==> src/hw/tcsr_consts.svh <==
`ifndef TCSR_CONSTS_SVH
`define TCSR_CONSTS_SVH

// register offsets
`define TCSR_ADDR_CLK_SEL 8'h8E
`define TCSR_ADDR_T3_CTRL 8'h91
`define TCSR_ADDR_T3_RLD_LO 8'h92
`define TCSR_ADDR_T3_RLD_HI 8'h93
`define TCSR_ADDR_T3_CNT_LO 8'h94
`define TCSR_ADDR_T3_CNT_HI 8'h95
`define TCSR_ADDR_IRQ_EN1 8'hE6

// reset values
`define TCSR_RST_BYTE 8'h00

// clock-select fields
`define TCSR_CS_T3_HI 7
`define TCSR_CS_T3_LO 6
`define TCSR_CS_T2_HI 5
`define TCSR_CS_T2_LO 4
`define TCSR_CS_T1 3
`define TCSR_CS_T0 2
`define TCSR_CS_PRE_MSB 1
`define TCSR_CS_PRE_LSB 0

// prescale codes
`define TCSR_PRE_DIV12 2'h0
`define TCSR_PRE_DIV4 2'h1
`define TCSR_PRE_DIV48 2'h2
`define TCSR_PRE_EXT8 2'h3

// timer-3 control fields
`define TCSR_T3_HI_FLAG 7
`define TCSR_T3_LO_FLAG 6
`define TCSR_T3_LO_IRQ_EN 5
`define TCSR_T3_CAP_EN 4
`define TCSR_T3_SPLIT 3
`define TCSR_T3_RUN 2
`define TCSR_T3_CAP_SRC 1
`define TCSR_T3_EXT_CLK 0

// extended interrupt enable field
`define TCSR_IE1_T3 7

// division counts
`define TCSR_DIV_FAST 4
`define TCSR_DIV_MID 12
`define TCSR_DIV_SLOW 48

// count limits
`define TCSR_BYTE_MAX 8'hFF
`define TCSR_WORD_MAX 16'hFFFF

`endif

==> src/hw/tcsr_pkg.sv <==
package tcsr_pkg;

  // gray order: 16-bit, split, lfo capture, sof capture
  typedef enum logic [1:0] {
    TCSR_AUTO16 = 2'h0,
    TCSR_SPLIT8 = 2'h1,
    TCSR_CAP_LFO = 2'h3,
    TCSR_CAP_SOF = 2'h2
  } tcsr_mode_t;

  typedef logic [7:0] tcsr_byte_t;

endpackage

==> src/hw/tcsr_sync.sv <==
`timescale 1ns/1ps
`default_nettype none

// two-stage synchroniser with rising-edge pulse per bit
module tcsr_sync #(
  parameter int unsigned WIDTH = 1
) (
  input wire logic clk_i,
  input wire logic rst_i,
  input wire logic [WIDTH-1:0] async_i,
  output logic [WIDTH-1:0] rise_o
);

  logic [WIDTH-1:0] meta;
  logic [WIDTH-1:0] sync;
  logic [WIDTH-1:0] prev;

  if (WIDTH < 1) begin : g_chk
    $error("tcsr_sync: WIDTH must be at least 1");
  end

  always_ff @(posedge clk_i or posedge rst_i) begin
    if (rst_i) begin
      meta <= '0;
      sync <= '0;
      prev <= '0;
    end else begin
      meta <= async_i;
      sync <= meta;
      prev <= sync;
    end
  end

  assign rise_o = sync & ~prev;

endmodule

`default_nettype wire

==> src/hw/tcsr_presc.sv <==
`timescale 1ns/1ps
`default_nettype none

// free-running system-clock dividers, one tick pulse each
module tcsr_presc #(
  parameter int unsigned DIV_FAST = 4,
  parameter int unsigned DIV_MID = 12,
  parameter int unsigned DIV_SLOW = 48
) (
  input wire logic clk_i,
  input wire logic rst_i,
  output logic [2:0] tick_o
);

  localparam int unsigned CW = $clog2(DIV_SLOW);
  localparam int unsigned DIVS [3] = '{DIV_FAST, DIV_MID, DIV_SLOW};

  if (DIV_FAST < 2 || DIV_MID < DIV_FAST || DIV_SLOW < DIV_MID) begin : g_chk
    $error("tcsr_presc: divisors must be at least 2 and ascending");
  end

  genvar g;
  for (g = 0; g < 3; g++) begin : g_div
    localparam logic [CW-1:0] TOP = CW'(DIVS[g] - 1);
    logic [CW-1:0] cnt;
    logic tick;
    always_ff @(posedge clk_i or posedge rst_i) begin
      if (rst_i) begin
        cnt <= '0;
        tick <= 1'b0;
      end else if (cnt == TOP) begin
        cnt <= '0;
        tick <= 1'b1;
      end else begin
        cnt <= cnt + 1'b1;
        tick <= 1'b0;
      end
    end
    assign tick_o[g] = tick;
  end

endmodule

`default_nettype wire

==> src/hw/tcsr_top.sv <==
// Local design decision: the strobed register port.
`timescale 1ns/1ps
`default_nettype none
`include "tcsr_consts.svh"

module tcsr_top #(
  parameter int unsigned DIV_FAST = `TCSR_DIV_FAST,
  parameter int unsigned DIV_MID = `TCSR_DIV_MID,
  parameter int unsigned DIV_SLOW = `TCSR_DIV_SLOW
) (
  // clock and reset
  input wire logic CLK_I,
  input wire logic SYS_RST_I,
  // register port
  input wire logic [7:0] ADDR_I,
  input wire logic [7:0] WDATA_I,
  input wire logic WR_I,
  input wire logic RD_I,
  output logic [7:0] RDATA_O,
  // external sources
  input wire logic EXT_DIV8_I,
  input wire logic LOW_FREQ_OSC_I,
  input wire logic SOF_I,
  // settings owned by neighbouring timers
  input wire logic TIMER_ZERO_COUNTER_SEL_I,
  input wire logic TIMER_ONE_COUNTER_SEL_I,
  input wire logic T2_EXT_CLK_CHOICE_I,
  // clock ticks for neighbouring timers
  output logic T0_TICK_O,
  output logic T1_TICK_O,
  output logic T2_LO_TICK_O,
  output logic T2_HI_TICK_O,
  // timer-3 status
  output logic [15:0] T3_COUNT_O,
  output logic T3_IRQ_O
);

  // prescaler selection assumes ascending dividers
  if (DIV_FAST < 2 || DIV_MID < DIV_FAST || DIV_SLOW < DIV_MID) begin : g_chk
    $error("tcsr_top: divisors must be at least 2 and ascending");
  end

  // ---------------- registers ----------------
  tcsr_pkg::tcsr_byte_t timer_clock_select;
  tcsr_pkg::tcsr_byte_t t3_control;
  tcsr_pkg::tcsr_byte_t timer3_reload_low;
  tcsr_pkg::tcsr_byte_t timer3_reload_high;
  tcsr_pkg::tcsr_byte_t timer3_count_low;
  tcsr_pkg::tcsr_byte_t t3_count_high;
  tcsr_pkg::tcsr_byte_t ext_irq_enable_1;

  tcsr_pkg::tcsr_byte_t next_control;
  tcsr_pkg::tcsr_byte_t next_reload_low;
  tcsr_pkg::tcsr_byte_t next_reload_high;
  tcsr_pkg::tcsr_byte_t next_count_low;
  tcsr_pkg::tcsr_byte_t next_count_high;

  // ---------------- tick sources ----------------
  logic [2:0] sys_tick;
  logic [1:0] edge_pulse;
  wire logic ext8_tick;
  wire logic lfo_rise;

  tcsr_presc #(
    .DIV_FAST(DIV_FAST),
    .DIV_MID(DIV_MID),
    .DIV_SLOW(DIV_SLOW)
  ) u_presc (
    .clk_i(CLK_I),
    .rst_i(SYS_RST_I),
    .tick_o(sys_tick)
  );

  // external /8 clock and slow oscillator both cross in here
  tcsr_sync #(
    .WIDTH(2)
  ) u_sync (
    .clk_i(CLK_I),
    .rst_i(SYS_RST_I),
    .async_i({LOW_FREQ_OSC_I, EXT_DIV8_I}),
    .rise_o(edge_pulse)
  );

  assign ext8_tick = edge_pulse[0];
  assign lfo_rise = edge_pulse[1];

  wire logic tick_div4 = sys_tick[0];
  wire logic tick_div12 = sys_tick[1];
  wire logic tick_div48 = sys_tick[2];

  // ---------------- clock selection ----------------
  wire logic [1:0] t01_prescale = timer_clock_select[`TCSR_CS_PRE_MSB:`TCSR_CS_PRE_LSB];
  wire logic t3_hi_clk_sel = timer_clock_select[`TCSR_CS_T3_HI];
  wire logic t3_lo_clk_sel = timer_clock_select[`TCSR_CS_T3_LO];
  wire logic t2_hi_clk_sel = timer_clock_select[`TCSR_CS_T2_HI];
  wire logic t2_lo_clk_sel = timer_clock_select[`TCSR_CS_T2_LO];
  wire logic timer_one_clk_sel = timer_clock_select[`TCSR_CS_T1];
  wire logic timer_zero_clk_sel = timer_clock_select[`TCSR_CS_T0];

  wire logic prescale_tick =
    (t01_prescale == `TCSR_PRE_DIV12) ? tick_div12 :
    (t01_prescale == `TCSR_PRE_DIV4) ? tick_div4 :
    (t01_prescale == `TCSR_PRE_DIV48) ? tick_div48 : ext8_tick;

  // an event-counting timer takes its own pin, so no tick is offered
  wire logic t0_tick_sel = TIMER_ZERO_COUNTER_SEL_I ? 1'b0 :
    (timer_zero_clk_sel ? 1'b1 : prescale_tick);
  wire logic t1_tick_sel = TIMER_ONE_COUNTER_SEL_I ? 1'b0 :
    (timer_one_clk_sel ? 1'b1 : prescale_tick);

  wire logic t2_ext_tick = T2_EXT_CLK_CHOICE_I ? ext8_tick : tick_div12;
  wire logic t2_lo_tick_sel = t2_lo_clk_sel ? 1'b1 : t2_ext_tick;
  wire logic t2_hi_tick_sel = t2_hi_clk_sel ? 1'b1 : t2_ext_tick;

  wire logic t3_ext_clk_choice = t3_control[`TCSR_T3_EXT_CLK];
  wire logic t3_ext_tick = t3_ext_clk_choice ? ext8_tick : tick_div12;
  wire logic t3_lo_tick = t3_lo_clk_sel ? 1'b1 : t3_ext_tick;
  wire logic t3_hi_tick = t3_hi_clk_sel ? 1'b1 : t3_ext_tick;

  // ---------------- timer-3 mode ----------------
  wire logic t3_split_mode = t3_control[`TCSR_T3_SPLIT];
  wire logic t3_capture_enable = t3_control[`TCSR_T3_CAP_EN];
  wire logic t3_capture_source = t3_control[`TCSR_T3_CAP_SRC];
  wire logic t3_run = t3_control[`TCSR_T3_RUN];
  // enable as it will stand after this edge, so the request matches the stored bits
  wire logic t3_low_irq_enable = next_control[`TCSR_T3_LO_IRQ_EN];

  // capture has priority over split
  wire tcsr_pkg::tcsr_mode_t t3_mode =
    !t3_capture_enable ? (t3_split_mode ? tcsr_pkg::TCSR_SPLIT8 : tcsr_pkg::TCSR_AUTO16) :
    (t3_capture_source ? tcsr_pkg::TCSR_CAP_LFO : tcsr_pkg::TCSR_CAP_SOF);

  // ---------------- timer-3 counting ----------------
  wire logic [15:0] t3_count = {t3_count_high, timer3_count_low};
  wire logic [15:0] t3_reload = {timer3_reload_high, timer3_reload_low};
  wire logic [15:0] t3_count_inc = t3_count + 16'h0001;

  wire logic lo_at_max = timer3_count_low == `TCSR_BYTE_MAX;
  wire logic hi_at_max = t3_count_high == `TCSR_BYTE_MAX;
  wire logic word_at_max = t3_count == `TCSR_WORD_MAX;

  wire logic full_step = t3_run && t3_lo_tick;
  // split mode: low byte free-runs, run bit gates only the high byte
  wire logic split_lo_step = t3_lo_tick;
  wire logic split_hi_step = t3_run && t3_hi_tick;

  wire logic capture_evt = (t3_mode == tcsr_pkg::TCSR_CAP_SOF) ? SOF_I :
    (t3_mode == tcsr_pkg::TCSR_CAP_LFO) ? lfo_rise : 1'b0;

  // ---------------- register decode ----------------
  wire logic sel_clk = ADDR_I == `TCSR_ADDR_CLK_SEL;
  wire logic sel_ctrl = ADDR_I == `TCSR_ADDR_T3_CTRL;
  wire logic sel_rld_lo = ADDR_I == `TCSR_ADDR_T3_RLD_LO;
  wire logic sel_rld_hi = ADDR_I == `TCSR_ADDR_T3_RLD_HI;
  wire logic sel_cnt_lo = ADDR_I == `TCSR_ADDR_T3_CNT_LO;
  wire logic sel_cnt_hi = ADDR_I == `TCSR_ADDR_T3_CNT_HI;
  wire logic sel_ie1 = ADDR_I == `TCSR_ADDR_IRQ_EN1;

  wire logic wr_clk = WR_I && sel_clk;
  wire logic wr_ctrl = WR_I && sel_ctrl;
  wire logic wr_rld_lo = WR_I && sel_rld_lo;
  wire logic wr_rld_hi = WR_I && sel_rld_hi;
  wire logic wr_cnt_lo = WR_I && sel_cnt_lo;
  wire logic wr_cnt_hi = WR_I && sel_cnt_hi;
  wire logic wr_ie1 = WR_I && sel_ie1;

  // unmapped addresses read as zero
  wire tcsr_pkg::tcsr_byte_t read_mux =
    sel_clk ? timer_clock_select :
    sel_ctrl ? t3_control :
    sel_rld_lo ? timer3_reload_low :
    sel_rld_hi ? timer3_reload_high :
    sel_cnt_lo ? timer3_count_low :
    sel_cnt_hi ? t3_count_high :
    sel_ie1 ? ext_irq_enable_1 : `TCSR_RST_BYTE;

  // ---------------- next-state logic ----------------
  logic set_hi_flag;
  logic set_lo_flag;

  always_comb begin
    next_count_low = timer3_count_low;
    next_count_high = t3_count_high;
    next_reload_low = timer3_reload_low;
    next_reload_high = timer3_reload_high;
    set_hi_flag = 1'b0;
    set_lo_flag = 1'b0;
    unique case (t3_mode)
      tcsr_pkg::TCSR_AUTO16: begin
        if (full_step) begin
          if (word_at_max) begin
            {next_count_high, next_count_low} = t3_reload;
            set_hi_flag = 1'b1;
          end else begin
            {next_count_high, next_count_low} = t3_count_inc;
          end
          if (lo_at_max) begin
            set_lo_flag = 1'b1;
          end
        end
      end
      tcsr_pkg::TCSR_SPLIT8: begin
        if (split_lo_step) begin
          if (lo_at_max) begin
            next_count_low = timer3_reload_low;
            set_lo_flag = 1'b1;
          end else begin
            next_count_low = timer3_count_low + 8'h01;
          end
        end
        if (split_hi_step) begin
          if (hi_at_max) begin
            next_count_high = timer3_reload_high;
            set_hi_flag = 1'b1;
          end else begin
            next_count_high = t3_count_high + 8'h01;
          end
        end
      end
      tcsr_pkg::TCSR_CAP_SOF, tcsr_pkg::TCSR_CAP_LFO: begin
        // free-running count; events copy it into the reload pair
        if (full_step) begin
          {next_count_high, next_count_low} = t3_count_inc;
          if (word_at_max) begin
            set_hi_flag = 1'b1;
          end
          if (lo_at_max) begin
            set_lo_flag = 1'b1;
          end
        end
        if (capture_evt) begin
          {next_reload_high, next_reload_low} = t3_count;
          set_hi_flag = 1'b1;
        end
      end
    endcase
    // software count writes override hardware on the same byte
    if (wr_cnt_lo) begin
      next_count_low = WDATA_I;
    end
    if (wr_cnt_hi) begin
      next_count_high = WDATA_I;
    end
    // captured value wins over a simultaneous software write
    if (wr_rld_lo && !capture_evt) begin
      next_reload_low = WDATA_I;
    end
    if (wr_rld_hi && !capture_evt) begin
      next_reload_high = WDATA_I;
    end
  end

  // flags: software write sets the written value, a hardware set wins
  always_comb begin
    next_control = wr_ctrl ? WDATA_I : t3_control;
    if (set_hi_flag) begin
      next_control[`TCSR_T3_HI_FLAG] = 1'b1;
    end
    if (set_lo_flag) begin
      next_control[`TCSR_T3_LO_FLAG] = 1'b1;
    end
  end

  // request follows the register values being stored at this edge
  wire logic t3_irq_enable = wr_ie1 ? WDATA_I[`TCSR_IE1_T3] :
    ext_irq_enable_1[`TCSR_IE1_T3];
  wire logic next_irq = t3_irq_enable &&
    (next_control[`TCSR_T3_HI_FLAG] ||
     (t3_low_irq_enable && next_control[`TCSR_T3_LO_FLAG]));

  // ---------------- storage ----------------
  always_ff @(posedge CLK_I or posedge SYS_RST_I) begin
    if (SYS_RST_I) begin
      timer_clock_select <= `TCSR_RST_BYTE;
      ext_irq_enable_1 <= `TCSR_RST_BYTE;
    end else begin
      if (wr_clk) begin
        timer_clock_select <= WDATA_I;
      end
      // only bit 7 is used here, the rest is plain storage
      if (wr_ie1) begin
        ext_irq_enable_1 <= WDATA_I;
      end
    end
  end

  always_ff @(posedge CLK_I or posedge SYS_RST_I) begin
    if (SYS_RST_I) begin
      t3_control <= `TCSR_RST_BYTE;
      timer3_reload_low <= `TCSR_RST_BYTE;
      timer3_reload_high <= `TCSR_RST_BYTE;
      timer3_count_low <= `TCSR_RST_BYTE;
      t3_count_high <= `TCSR_RST_BYTE;
    end else begin
      t3_control <= next_control;
      timer3_reload_low <= next_reload_low;
      timer3_reload_high <= next_reload_high;
      timer3_count_low <= next_count_low;
      t3_count_high <= next_count_high;
    end
  end

  // ---------------- outputs ----------------
  always_ff @(posedge CLK_I or posedge SYS_RST_I) begin
    if (SYS_RST_I) begin
      RDATA_O <= `TCSR_RST_BYTE;
      T0_TICK_O <= 1'b0;
      T1_TICK_O <= 1'b0;
      T2_LO_TICK_O <= 1'b0;
      T2_HI_TICK_O <= 1'b0;
      T3_IRQ_O <= 1'b0;
      T3_COUNT_O <= 16'h0000;
    end else begin
      RDATA_O <= RD_I ? read_mux : `TCSR_RST_BYTE;
      T0_TICK_O <= t0_tick_sel;
      T1_TICK_O <= t1_tick_sel;
      T2_LO_TICK_O <= t2_lo_tick_sel;
      T2_HI_TICK_O <= t2_hi_tick_sel;
      T3_IRQ_O <= next_irq;
      T3_COUNT_O <= {next_count_high, next_count_low};
    end
  end

endmodule

`default_nettype wire

==> config.mk <==
export PLATFORM = sky130hd
export DESIGN_NAME = tcsr_top
export DESIGN_NICKNAME = d
export VERILOG_FILES = /design/src/hw/tcsr_pkg.sv /design/src/hw/tcsr_sync.sv /design/src/hw/tcsr_presc.sv /design/src/hw/tcsr_top.sv
export VERILOG_INCLUDE_DIRS = /design/src /design/src/hw
export SDC_FILE = /design/constraint.sdc
export NUM_CORES = 1
export LEC_CHECK = 0
export ABC_AREA = 1
export CORE_MARGIN = 3
export CORE_UTILIZATION = 60
export CTS_CLUSTER_SIZE = 40
export DETAILED_ROUTE_END_ITERATION = 6
export DONT_BUFFER_PORTS = 1
export PLACE_DENSITY = 0.79
export RECOVER_POWER = 50
export SYNTH_ARGS = -nofsm -noshare
export SYNTH_HDL_FRONTEND = slang
export SYNTH_SLANG_ARGS = --single-unit
==> constraint.sdc <==
create_clock -name CLK_I -period 8.8 [get_ports CLK_I]
set_clock_uncertainty 0.2 [all_clocks]
set_input_delay 1.32 -clock CLK_I [delete_from_list [all_inputs] [get_ports CLK_I]]
set_output_delay 1.32 -clock CLK_I [all_outputs]
set_load 0.03 [all_outputs]
==> results of run 1 <==
==> cells in the mapped netlist, drive strengths merged <==
cell	n	area [um2]
o32ai	1	8.760
ha	5	62.56
xor2	7	61.31
nor2	91	387.9
nor3	11	71.32
nand3	71	360.3
clkbuf	9	33.78
nand3b	1	7.510
o21bai	3	22.52
inv	104	392.9
or2	4	25.02
o221ai	13	113.9
xnor2	4	35.03
buf	13	82.57
o21a	5	37.54
a22oi	4	30.03
nor3b	1	7.510
dfrtp	96	2402
nand2	247	942.2
o22ai	3	18.77
nand4	5	31.28
o211ai	21	157.7
o21ai	64	327.8
nor4	2	12.51
a21oi	33	165.2
==> power breakdown <==
part | leakage [nW] | switching (mW) | internal [mW]
registers | 1.22 | 0.156 | 0.506
clock network | 0.101 | 0.169 | 0.118
logic | 1.63 | 0.191 | 0.0890
total | 2.95 | 0.517 | 0.712
==> through the flow <==
step / power [mW] / setup slack (ns) / instances / area, um2
after global placement: 0.9318 / 5.699 / 927 / 5861
after global routing: 1.292 / 5.780 / 943 / 6055
after detailed placement: 0.9398 / 5.601 / 927 / 5861
final: 1.230 / 5.887 / 943 / 6055
after floorplan: 0.8403 / 4.775 / 818 / 5798
after CTS: 1.222 / 5.979 / 943 / 6056
==> registers in the layout (all words and copies together) (netlist names), 2 cells and up <==
signal and count:
u_presc.g_div.cnt 18, T3_COUNT_O 16, RDATA_O 8, ext_irq_enable_1 8, t3_control 8, timer3_reload_high 8
timer3_reload_low 8, timer_clock_select 8, u_presc.g_div.tick 3, u_sync.meta 2, u_sync.prev 2, u_sync.sync 2
==> worst max-delay path, stage by stage <==
cell	delay, ns
inv_1	0.03
nand2_1	0.11
nor3_4	0.30
nand3_1	0.36
inv_1	0.38
nor2_1	0.21
a22oi_1	0.18
nand2_1	0.09
==> area by class of cell <==
class                      instances  area, um2
multi-input combinational        596       2887
inverter                         104      394.1
sequential                        96       2402
clock inverter                     6      57.56
tap                              129      161.4
clock buffer                      10      137.6
timing repair buffer               2      15.01
fill                             859       3273
==> metal layers <==
metal,GRT usage,part of all wire,vias to the layer above
li1,-,-,2641
met1,0.4479,0.40,2669
met2,0.5291,0.46,347
met3,0.05525,0.10,61
met4,0.1206,0.037,0
met5,0,0,-
==> logic make-up (layout without fill, tap and decap cells) <==
logic type | Yosys count | in the layout | share of synthesized area
AND/OR/NAND/NOR | 433 | 433 | 0.3183
AO/OA/AOI/OAI | 147 | 147 | 0.1521
XOR/XNOR | 11 | 11 | 0.01662
flip-flops | 96 | 96 | 0.4143
adder cells (fa/ha/maj) | 5 | 5 | 0.01079
buffers and inverters | 126 | 122 | 0.08783
==> worst max-delay path by stage <==
stage	endpoint	slack, ns	cells past startpoint
global placement	T3_IRQ_O$_DFF_PP0_	5.70	10
CTS	T3_COUNT_O[13]$_DFFE_PP0P_	5.98	12
detailed placement	T3_COUNT_O[4]$_DFFE_PP0P_	5.60	8
global route	T3_COUNT_O[4]$_DFFE_PP0P_	5.78	8
finish	T3_COUNT_O[4]$_DFFE_PP0P_	5.89	8
floorplan	RDATA_O[0]$_DFF_PP0_	4.77	1
==> results.ini, run 1 <==
[final_layout]
utilization=0.6491
fin_nets=840
layout_commonest_cell=nand2_1
syn_to_final_growth_pct=4.424
layout-drive-gt1-share=0.05160
layout_common_cells=nand2_1 (243), inv_1 (100), dfrtp_1 (96)
n_antenna_cell=0

[synthesis]
yosys_register_bits=96
yosys_warnings=0
synth_cells=818
netlist_area_um2=5798
synth_nets=849
seq_area_frac_synth=0.4143
syn_area_per_cell_um2=7.088
yosys.cell_types.count=39

[placement]
dpl.hpwl_um=13190
io_buffers=0
gp_congestion=1.003

[worst_hold_path]
min-delay-start=u_sync.meta[1]$_DFF_PP0_
min_to=u_sync.sync[1]$_DFF_PP0_
hold_class=reg2reg
whs_path_depth=0

[clock_network]
cts_resized=0
clock_latency_ns=0.37
ctsRootBufferMaster=clkbuf_8
cts_hold_buffers=0
clk_pin_slew_ns=0.11
clock_sinks=96
htreeDepth=3
post-cts-setup-buffers=0
cts_tree=done
clockBufferDepth=2
numCtsBuffers=9

[sta]
grt_setup_unrepaired=no
max_slew_margin=0.1469
timing.hold.ws_ns=0.1751
finalHoldViolCount=0
tns_ns=0
worst_pin_slew_ns=1.273
fmax_mhz=343.3
finalCritPeriodShare=0.3310
setup_violations=0
slew_viol_final=0
period_minus_slack_ns=2.913

[setup_path]
startpoint=ADDR_I[6]
reg2reg_depth=12
cp.arrival_ns=2.98
endpoint_kind=register
crit_fanout=11
rr_startpoint=T3_COUNT_O[8]$_DFFE_PP0P_
startpoint_type=input port
crit_required_ns=8.86
crit_type=in2reg
ff2ff_setup_slack_ns=5.95
reg2reg_to=T3_COUNT_O[13]$_DFFE_PP0P_

[detailed_routing]
vias_per_cell=6.064
drc=0
routedWlPerCell_um=18.84
dr.pass1.iters=6
drtAntennaViolNets=0
drt-total-wl_um=17770
dr_total_vias=5718
drt-initial-drc-count=618

[grt]
grtUsageTotal=0.3287
grt_pass1_wl_um=28410
antenna_found_initial=0
grt_max_degree=67
first_global_vias=5348
overflow=0

[floorplan]
die_h_um=104.3
num_rows=35
start_util=0.6216
dieWidth_um=104.3
core_um2=9328
die_area_um2=10880
ios=55

[run_status]
status=finished, final reports clean

[flow_run]
drv_cap=0

[pwr]
ir_drop_mv=0.1191
powerDensity_nw_per_um2=203.1
p_leak_nw=2.951

Power figures use the tool's default switching activity.
==> inputs of run 2 (changes only) <==
Clock period 8.8 ns to 2.7 ns, I/O delays scaled along.
==> results.ini, run 2 (synthesis results as in run 1) <==
[detailed_routing]
routedWlPerCell_um=18.82  ; -0.11%
vias_per_cell=5.983  ; -1.3%
dr_total_vias=5839  ; +2.1%
drt-initial-drc-count=617  ; -0.16%
dr.pass1.iters=7  ; +1
drc=1  ; +1
drt-total-wl_um=18370  ; +3.4%
drtAntennaViolNets=0  ; unchanged

[final_layout]
top_register=u_presc.g_div.cnt
layout_common_cells=nand2_1 (243), inv_1 (100), dfrtp_1 (96)
fin_nets=873  ; +3.9%
n_antenna_cell=0  ; unchanged
utilization=0.6774  ; +0.02830
layout_commonest_cell=nand2_1
multiInputGateArea_um2=2887  ; unchanged
layout-drive-gt1-share=0.06375  ; +0.01216
fillers=823  ; -4.2%
reg.largest.list=u_presc.g_div.cnt (18), T3_COUNT_O (16)
register_area_um2=2402  ; unchanged
syn_to_final_growth_pct=8.977
largest_reg_flops=18  ; unchanged

[setup_path]
crit_type=reg2reg
endpoint_kind=register
reg2reg_depth=12  ; unchanged
crit_fanout=6  ; -5
crit_required_ns=2.78  ; -6.08 ns
startpoint_type=register
cp.arrival_ns=2.40  ; -0.58 ns

[grt]
grt_busiest_layer=met2
overflow=0  ; unchanged
grt_pass1_wl_um=29820  ; +5.0%
first_global_vias=5600  ; +4.7%
grt_max_degree=76  ; +13%
antenna_found_initial=0  ; unchanged
grtUsageTotal=0.3450  ; +0.01629
grtUsageMet3=0.05773  ; +0.002483
gr-usage-met1=0.4676  ; +0.01965
met2_usage=0.5475  ; +0.01845

[sta]
max_slew_margin=0.1880  ; +0.04116
finalHoldViolCount=0  ; unchanged
timing.hold.ws_ns=0.002103  ; -0.1730 ns
setup_violations=0  ; unchanged
slew_viol_final=0  ; unchanged
period_minus_slack_ns=2.328
worst_pin_slew_ns=1.211  ; -0.06140 ns
finalCritPeriodShare=0.8622
grt_setup_unrepaired=no
fmax_mhz=429.6
tns_ns=0  ; unchanged

[run_status]
violations=DRC
status=finished with violations

[floorplan]
start_util=0.6216  ; unchanged
core_um2=9328  ; unchanged
ios=55  ; unchanged
die_h_um=104.3  ; unchanged
die_area_um2=10880  ; unchanged
num_rows=35  ; unchanged
dieWidth_um=104.3  ; unchanged

[pwr]
powerDensity_nw_per_um2=664.1  ; +230%
ir_drop_mv=0.4095  ; +240%
p_leak_nw=3.074  ; +4.2%

[placement]
dpl.hpwl_um=13390  ; +1.5%
io_buffers=0  ; unchanged
gp_congestion=1.024  ; +2.2%

[clock_network]
htreeDepth=3  ; unchanged
clockBufferDepth=2  ; unchanged
numCtsBuffers=9  ; unchanged
cts_resized=0  ; unchanged
ctsRootBufferMaster=clkbuf_8
cts_tree=done
clock_sinks=96  ; unchanged
clk_pin_slew_ns=0.11  ; about the same
clock_latency_ns=0.38  ; about the same

[worst_hold_path]
hold_class=in2reg
whs_path_depth=2  ; +2

[flow_run]
drv_cap=0  ; unchanged

==> run 2: path summary, 6_finish.rpt <==
| check | start | endpoint | slack [ns] |
|---|---|---|---|
| worst max-delay path | T3_COUNT_O[12]$_DFFE_PP0P_ | T3_COUNT_O[15]$_DFFE_PP0P_ | 0.37 |
| worst min-delay path | WDATA_I[1] | t3_control[1]$_DFFE_PP0P_ | 0.002 |
| worst max register to register | T3_COUNT_O[12]$_DFFE_PP0P_ | T3_COUNT_O[15]$_DFFE_PP0P_ | 0.37 |
| worst min register to register | u_sync.meta[1]$_DFF_PP0_ | u_sync.sync[1]$_DFF_PP0_ | 0.17 |
| max in group asynchronous | SYS_RST_I | T2_HI_TICK_O$_DFF_PP0_ | 0.88 |
| min in group asynchronous | SYS_RST_I | timer3_reload_low[4]$_DFFE_PP0P_ | 0.53 |
==> run 2: critical path, stage by stage (launching register included) <==
cell	delay, ns
dfrtp_1	0.36
clkbuf_1	0.49
nand2_1	0.26
nor2_1	0.23
nand2_1	0.09
nor2_1	0.10
nand2_1	0.06
nand2_1	0.11
nor2_1	0.05
nor2_1	0.08
nand3_1	0.08
nand2_1	0.07
nand2_1	0.05
==> run 2: layout make-up <==
type,instances,area share
Multi-Input combinational cell,596,0.4568
Sequential cell,96,0.3802
Inverter,104,0.06238
Timing Repair Buffer,35,0.04396
Tap cell,129,0.02554
Clock buffer,9,0.01960
Clock inverter,7,0.01149
==> run 2: stage by stage <==
stage               worst slack (ns)  power [mW]  cell area, um2  cells
detailed placement            0.3038       3.214            6025    947
global route                  0.1568       4.405            6319    976
global placement              0.3827       3.198            6025    947
floorplan                     0.5202       2.739            5802    818
finish                        0.3720       4.196            6319    976
CTS                           0.4885       4.175            6351    976
==> run 2: repair_timing <==
action                    CTS  global route
hold endpoints to repair   57             0
setup buffers               0             0
hold buffers               13             0
==> run 2: where the power goes <==
group / internal, mW / leakage, nW / switching (mW)
logic: 0.386 / 1.76 / 0.956
clock network: 0.363 / 0.0966 / 0.596
registers: 1.65 / 1.22 / 0.243
total: 2.40 / 3.07 / 1.79
==> run 2: metal layers <==
layer  vias to the layer above  routed length (um)
met5                         -                   0
met4                         0                 698
met3                        58                2021
met2                       375                8374
met1                      2695                7275
li1                       2711                   -
==> inputs of run 3 (changes only) <==
Settings changed: REMOVE_ABC_BUFFERS from default to 1.
==> results.ini, run 3 (synthesis results as in run 1) <==
[clock_network]
clk_pin_slew_ns=0.11  ; about the same
clock_latency_ns=0.38  ; about the same
clockBufferDepth=2  ; unchanged
post-cts-setup-buffers=0  ; unchanged
cts_tree=done
htreeDepth=3  ; unchanged
clock_sinks=96  ; unchanged
numCtsBuffers=9  ; unchanged
ctsRootBufferMaster=clkbuf_8

[detailed_routing]
drc=0  ; -1
routedWlPerCell_um=19.20  ; +2.0%
drtAntennaViolNets=0  ; unchanged
vias_per_cell=5.977  ; -0.10%
drt-initial-drc-count=775  ; +26%
dr.pass1.iters=5  ; -2
drt-total-wl_um=18800  ; +2.3%
dr_total_vias=5851  ; +0.21%

[setup_path]
crit_chain=inv_1 > nand2_1 > nor3_1 > nand2_1 > nor2_4 > nor2_1 > nand2_1 > nand3_1
crit_type=in2reg
slowest_stage=nor3_1
crit_fanout=16  ; +10
crit_required_ns=2.78  ; about the same
startpoint_type=input port
cp_common_cell=nand2_1
slowest_delay_ns=0.67  ; +0.18 ns
cp.arrival_ns=2.45  ; +0.05 ns
endpoint_kind=register
reg2reg_depth=7  ; -5

[sta]
grt_setup_unrepaired=no
setup_violations=0  ; unchanged
slew_viol_final=40  ; +40
max_slew_margin=-0.1052  ; -0.2932
fmax_mhz=421.6  ; -1.9%
finalHoldViolCount=0  ; unchanged
timing.hold.ws_ns=0.008152  ; +0.006049 ns
worst_pin_slew_ns=1.656  ; +0.4446 ns
period_minus_slack_ns=2.372  ; +0.04411 ns
finalCritPeriodShare=0.8786  ; +0.01634

[floorplan]
ios=55  ; unchanged
core_um2=9328  ; unchanged
num_rows=35  ; unchanged
start_util=0.6216  ; unchanged
dieWidth_um=104.3  ; unchanged
die_h_um=104.3  ; unchanged
die_area_um2=10880  ; unchanged

[pwr]
powerDensity_nw_per_um2=660.1  ; -0.60%
ir_drop_mv=0.5234  ; +28%
p_leak_nw=3.118  ; +1.4%

[grt]
overflow=0  ; unchanged
grt_max_degree=46  ; -39%
grtUsageTotal=0.3490  ; +0.004008
antenna_found_initial=1  ; +1
first_global_vias=5582  ; -0.32%
grt_pass1_wl_um=29760  ; -0.21%

[final_layout]
stdcell_area_um2=6360  ; +0.65%
layout-drive-gt1-share=0.07176  ; +0.008010
n_antenna_cell=0  ; unchanged
largest_reg_flops=18  ; unchanged
reg.largest.list=u_presc.g_div.cnt (18), T3_COUNT_O (16)
layout_commonest_cell=nand2_1
top_register=u_presc.g_div.cnt
layout_common_cells=nand2_1 (243), inv_1 (101), dfrtp_1 (96)
fillers=834  ; +1.3%
syn_to_final_growth_pct=9.689
fin_nets=876  ; +0.34%

[run_status]
violations=capacitance limit, slew limit
status=finished with violations

[worst_hold_path]
hold_class=in2reg
whs_path_depth=2  ; unchanged

[placement]
dpl.hpwl_um=13750  ; +2.7%
gp_congestion=0.9466  ; -7.6%
io_buffers=0  ; unchanged
dpl_cell_area_um2=6038  ; +0.23%

[flow_run]
drv_cap=1  ; +1

run 3: timing repair:
| item | 4_1_cts | 5_1_grt |
|---|---|---|
| hold buffers | 13 | 1 |
| endpoints found under the hold margin | 73 | 1 |
| resized for setup | 0 | 0 |
run 3: worst paths after layout:
kind / start / end / slack [ns]
worst max-delay path: ADDR_I[6] / T3_COUNT_O[9]$_DFFE_PP0P_ / 0.33
worst max register to register: u_sync.sync[0]$_DFF_PP0_ / T3_COUNT_O[2]$_DFFE_PP0P_ / 0.33
worst min register to register: u_sync.meta[1]$_DFF_PP0_ / u_sync.sync[1]$_DFF_PP0_ / 0.16
min in group asynchronous: SYS_RST_I / u_sync.meta[1]$_DFF_PP0_ / 0.80
worst min-delay path: RD_I / RDATA_O[2]$_DFF_PP0_ / 0.008
max in group asynchronous: SYS_RST_I / timer3_reload_high[3]$_DFFE_PP0P_ / 0.48
run 3: worst max-delay path: cells and delay by family:
kind / cells / cell delay [ns]
buffers and inverters: 1 / 0.03
AND/OR/NAND/NOR: 7 / 2.00
run 3: metal layers:
| metal | vias up | GRT usage | share of wire |
|---|---|---|---|
| met1 | 2734 | 0.4720 | 0.40 |
| li1 | 2710 | - | - |
| met2 | 348 | 0.5475 | 0.46 |
| met3 | 57 | 0.08194 | 0.11 |
| met5 | - | 0 | 0.00043 |
| met4 | 2 | 0.1311 | 0.033 |
run 3: area by class of cell:
class | count | area (um2) | share of cell area
tap | 129 | 161.4 | 0.02538
clock buffer | 10 | 137.6 | 0.02164
timing repair buffer | 38 | 329.1 | 0.05174
multi-input combinational | 596 | 2875 | 0.4521
inverter | 104 | 392.9 | 0.06177
clock inverter | 6 | 61.31 | 0.009640
sequential | 96 | 2402 | 0.3777
run 3: per-stage QoR:
stage          setup WS [ns]  setup TNS [ns]  cells  utilization  power (mW)
2_1_floorplan        -0.4104          -39.40    796            -       2.719
3_3_place_gp          0.5243               0    949       0.6474       3.192
3_5_place_dp          0.4633               0    949       0.6474       3.211
4_1_cts               0.4393               0    978       0.6826       4.165
5_1_grt               0.1813               0    979       0.6818       4.391
6_report              0.3279               0    979       0.6818       4.198
run 3: report_power, final:
| group | leakage [nW] | total [mW] | internal [mW] | switching [mW] |
|---|---|---|---|---|
| sequential | 1.22 | 1.90 | 1.65 | 0.250 |
| combinational | 1.80 | 1.35 | 0.405 | 0.945 |
| clock | 0.0978 | 0.945 | 0.381 | 0.564 |
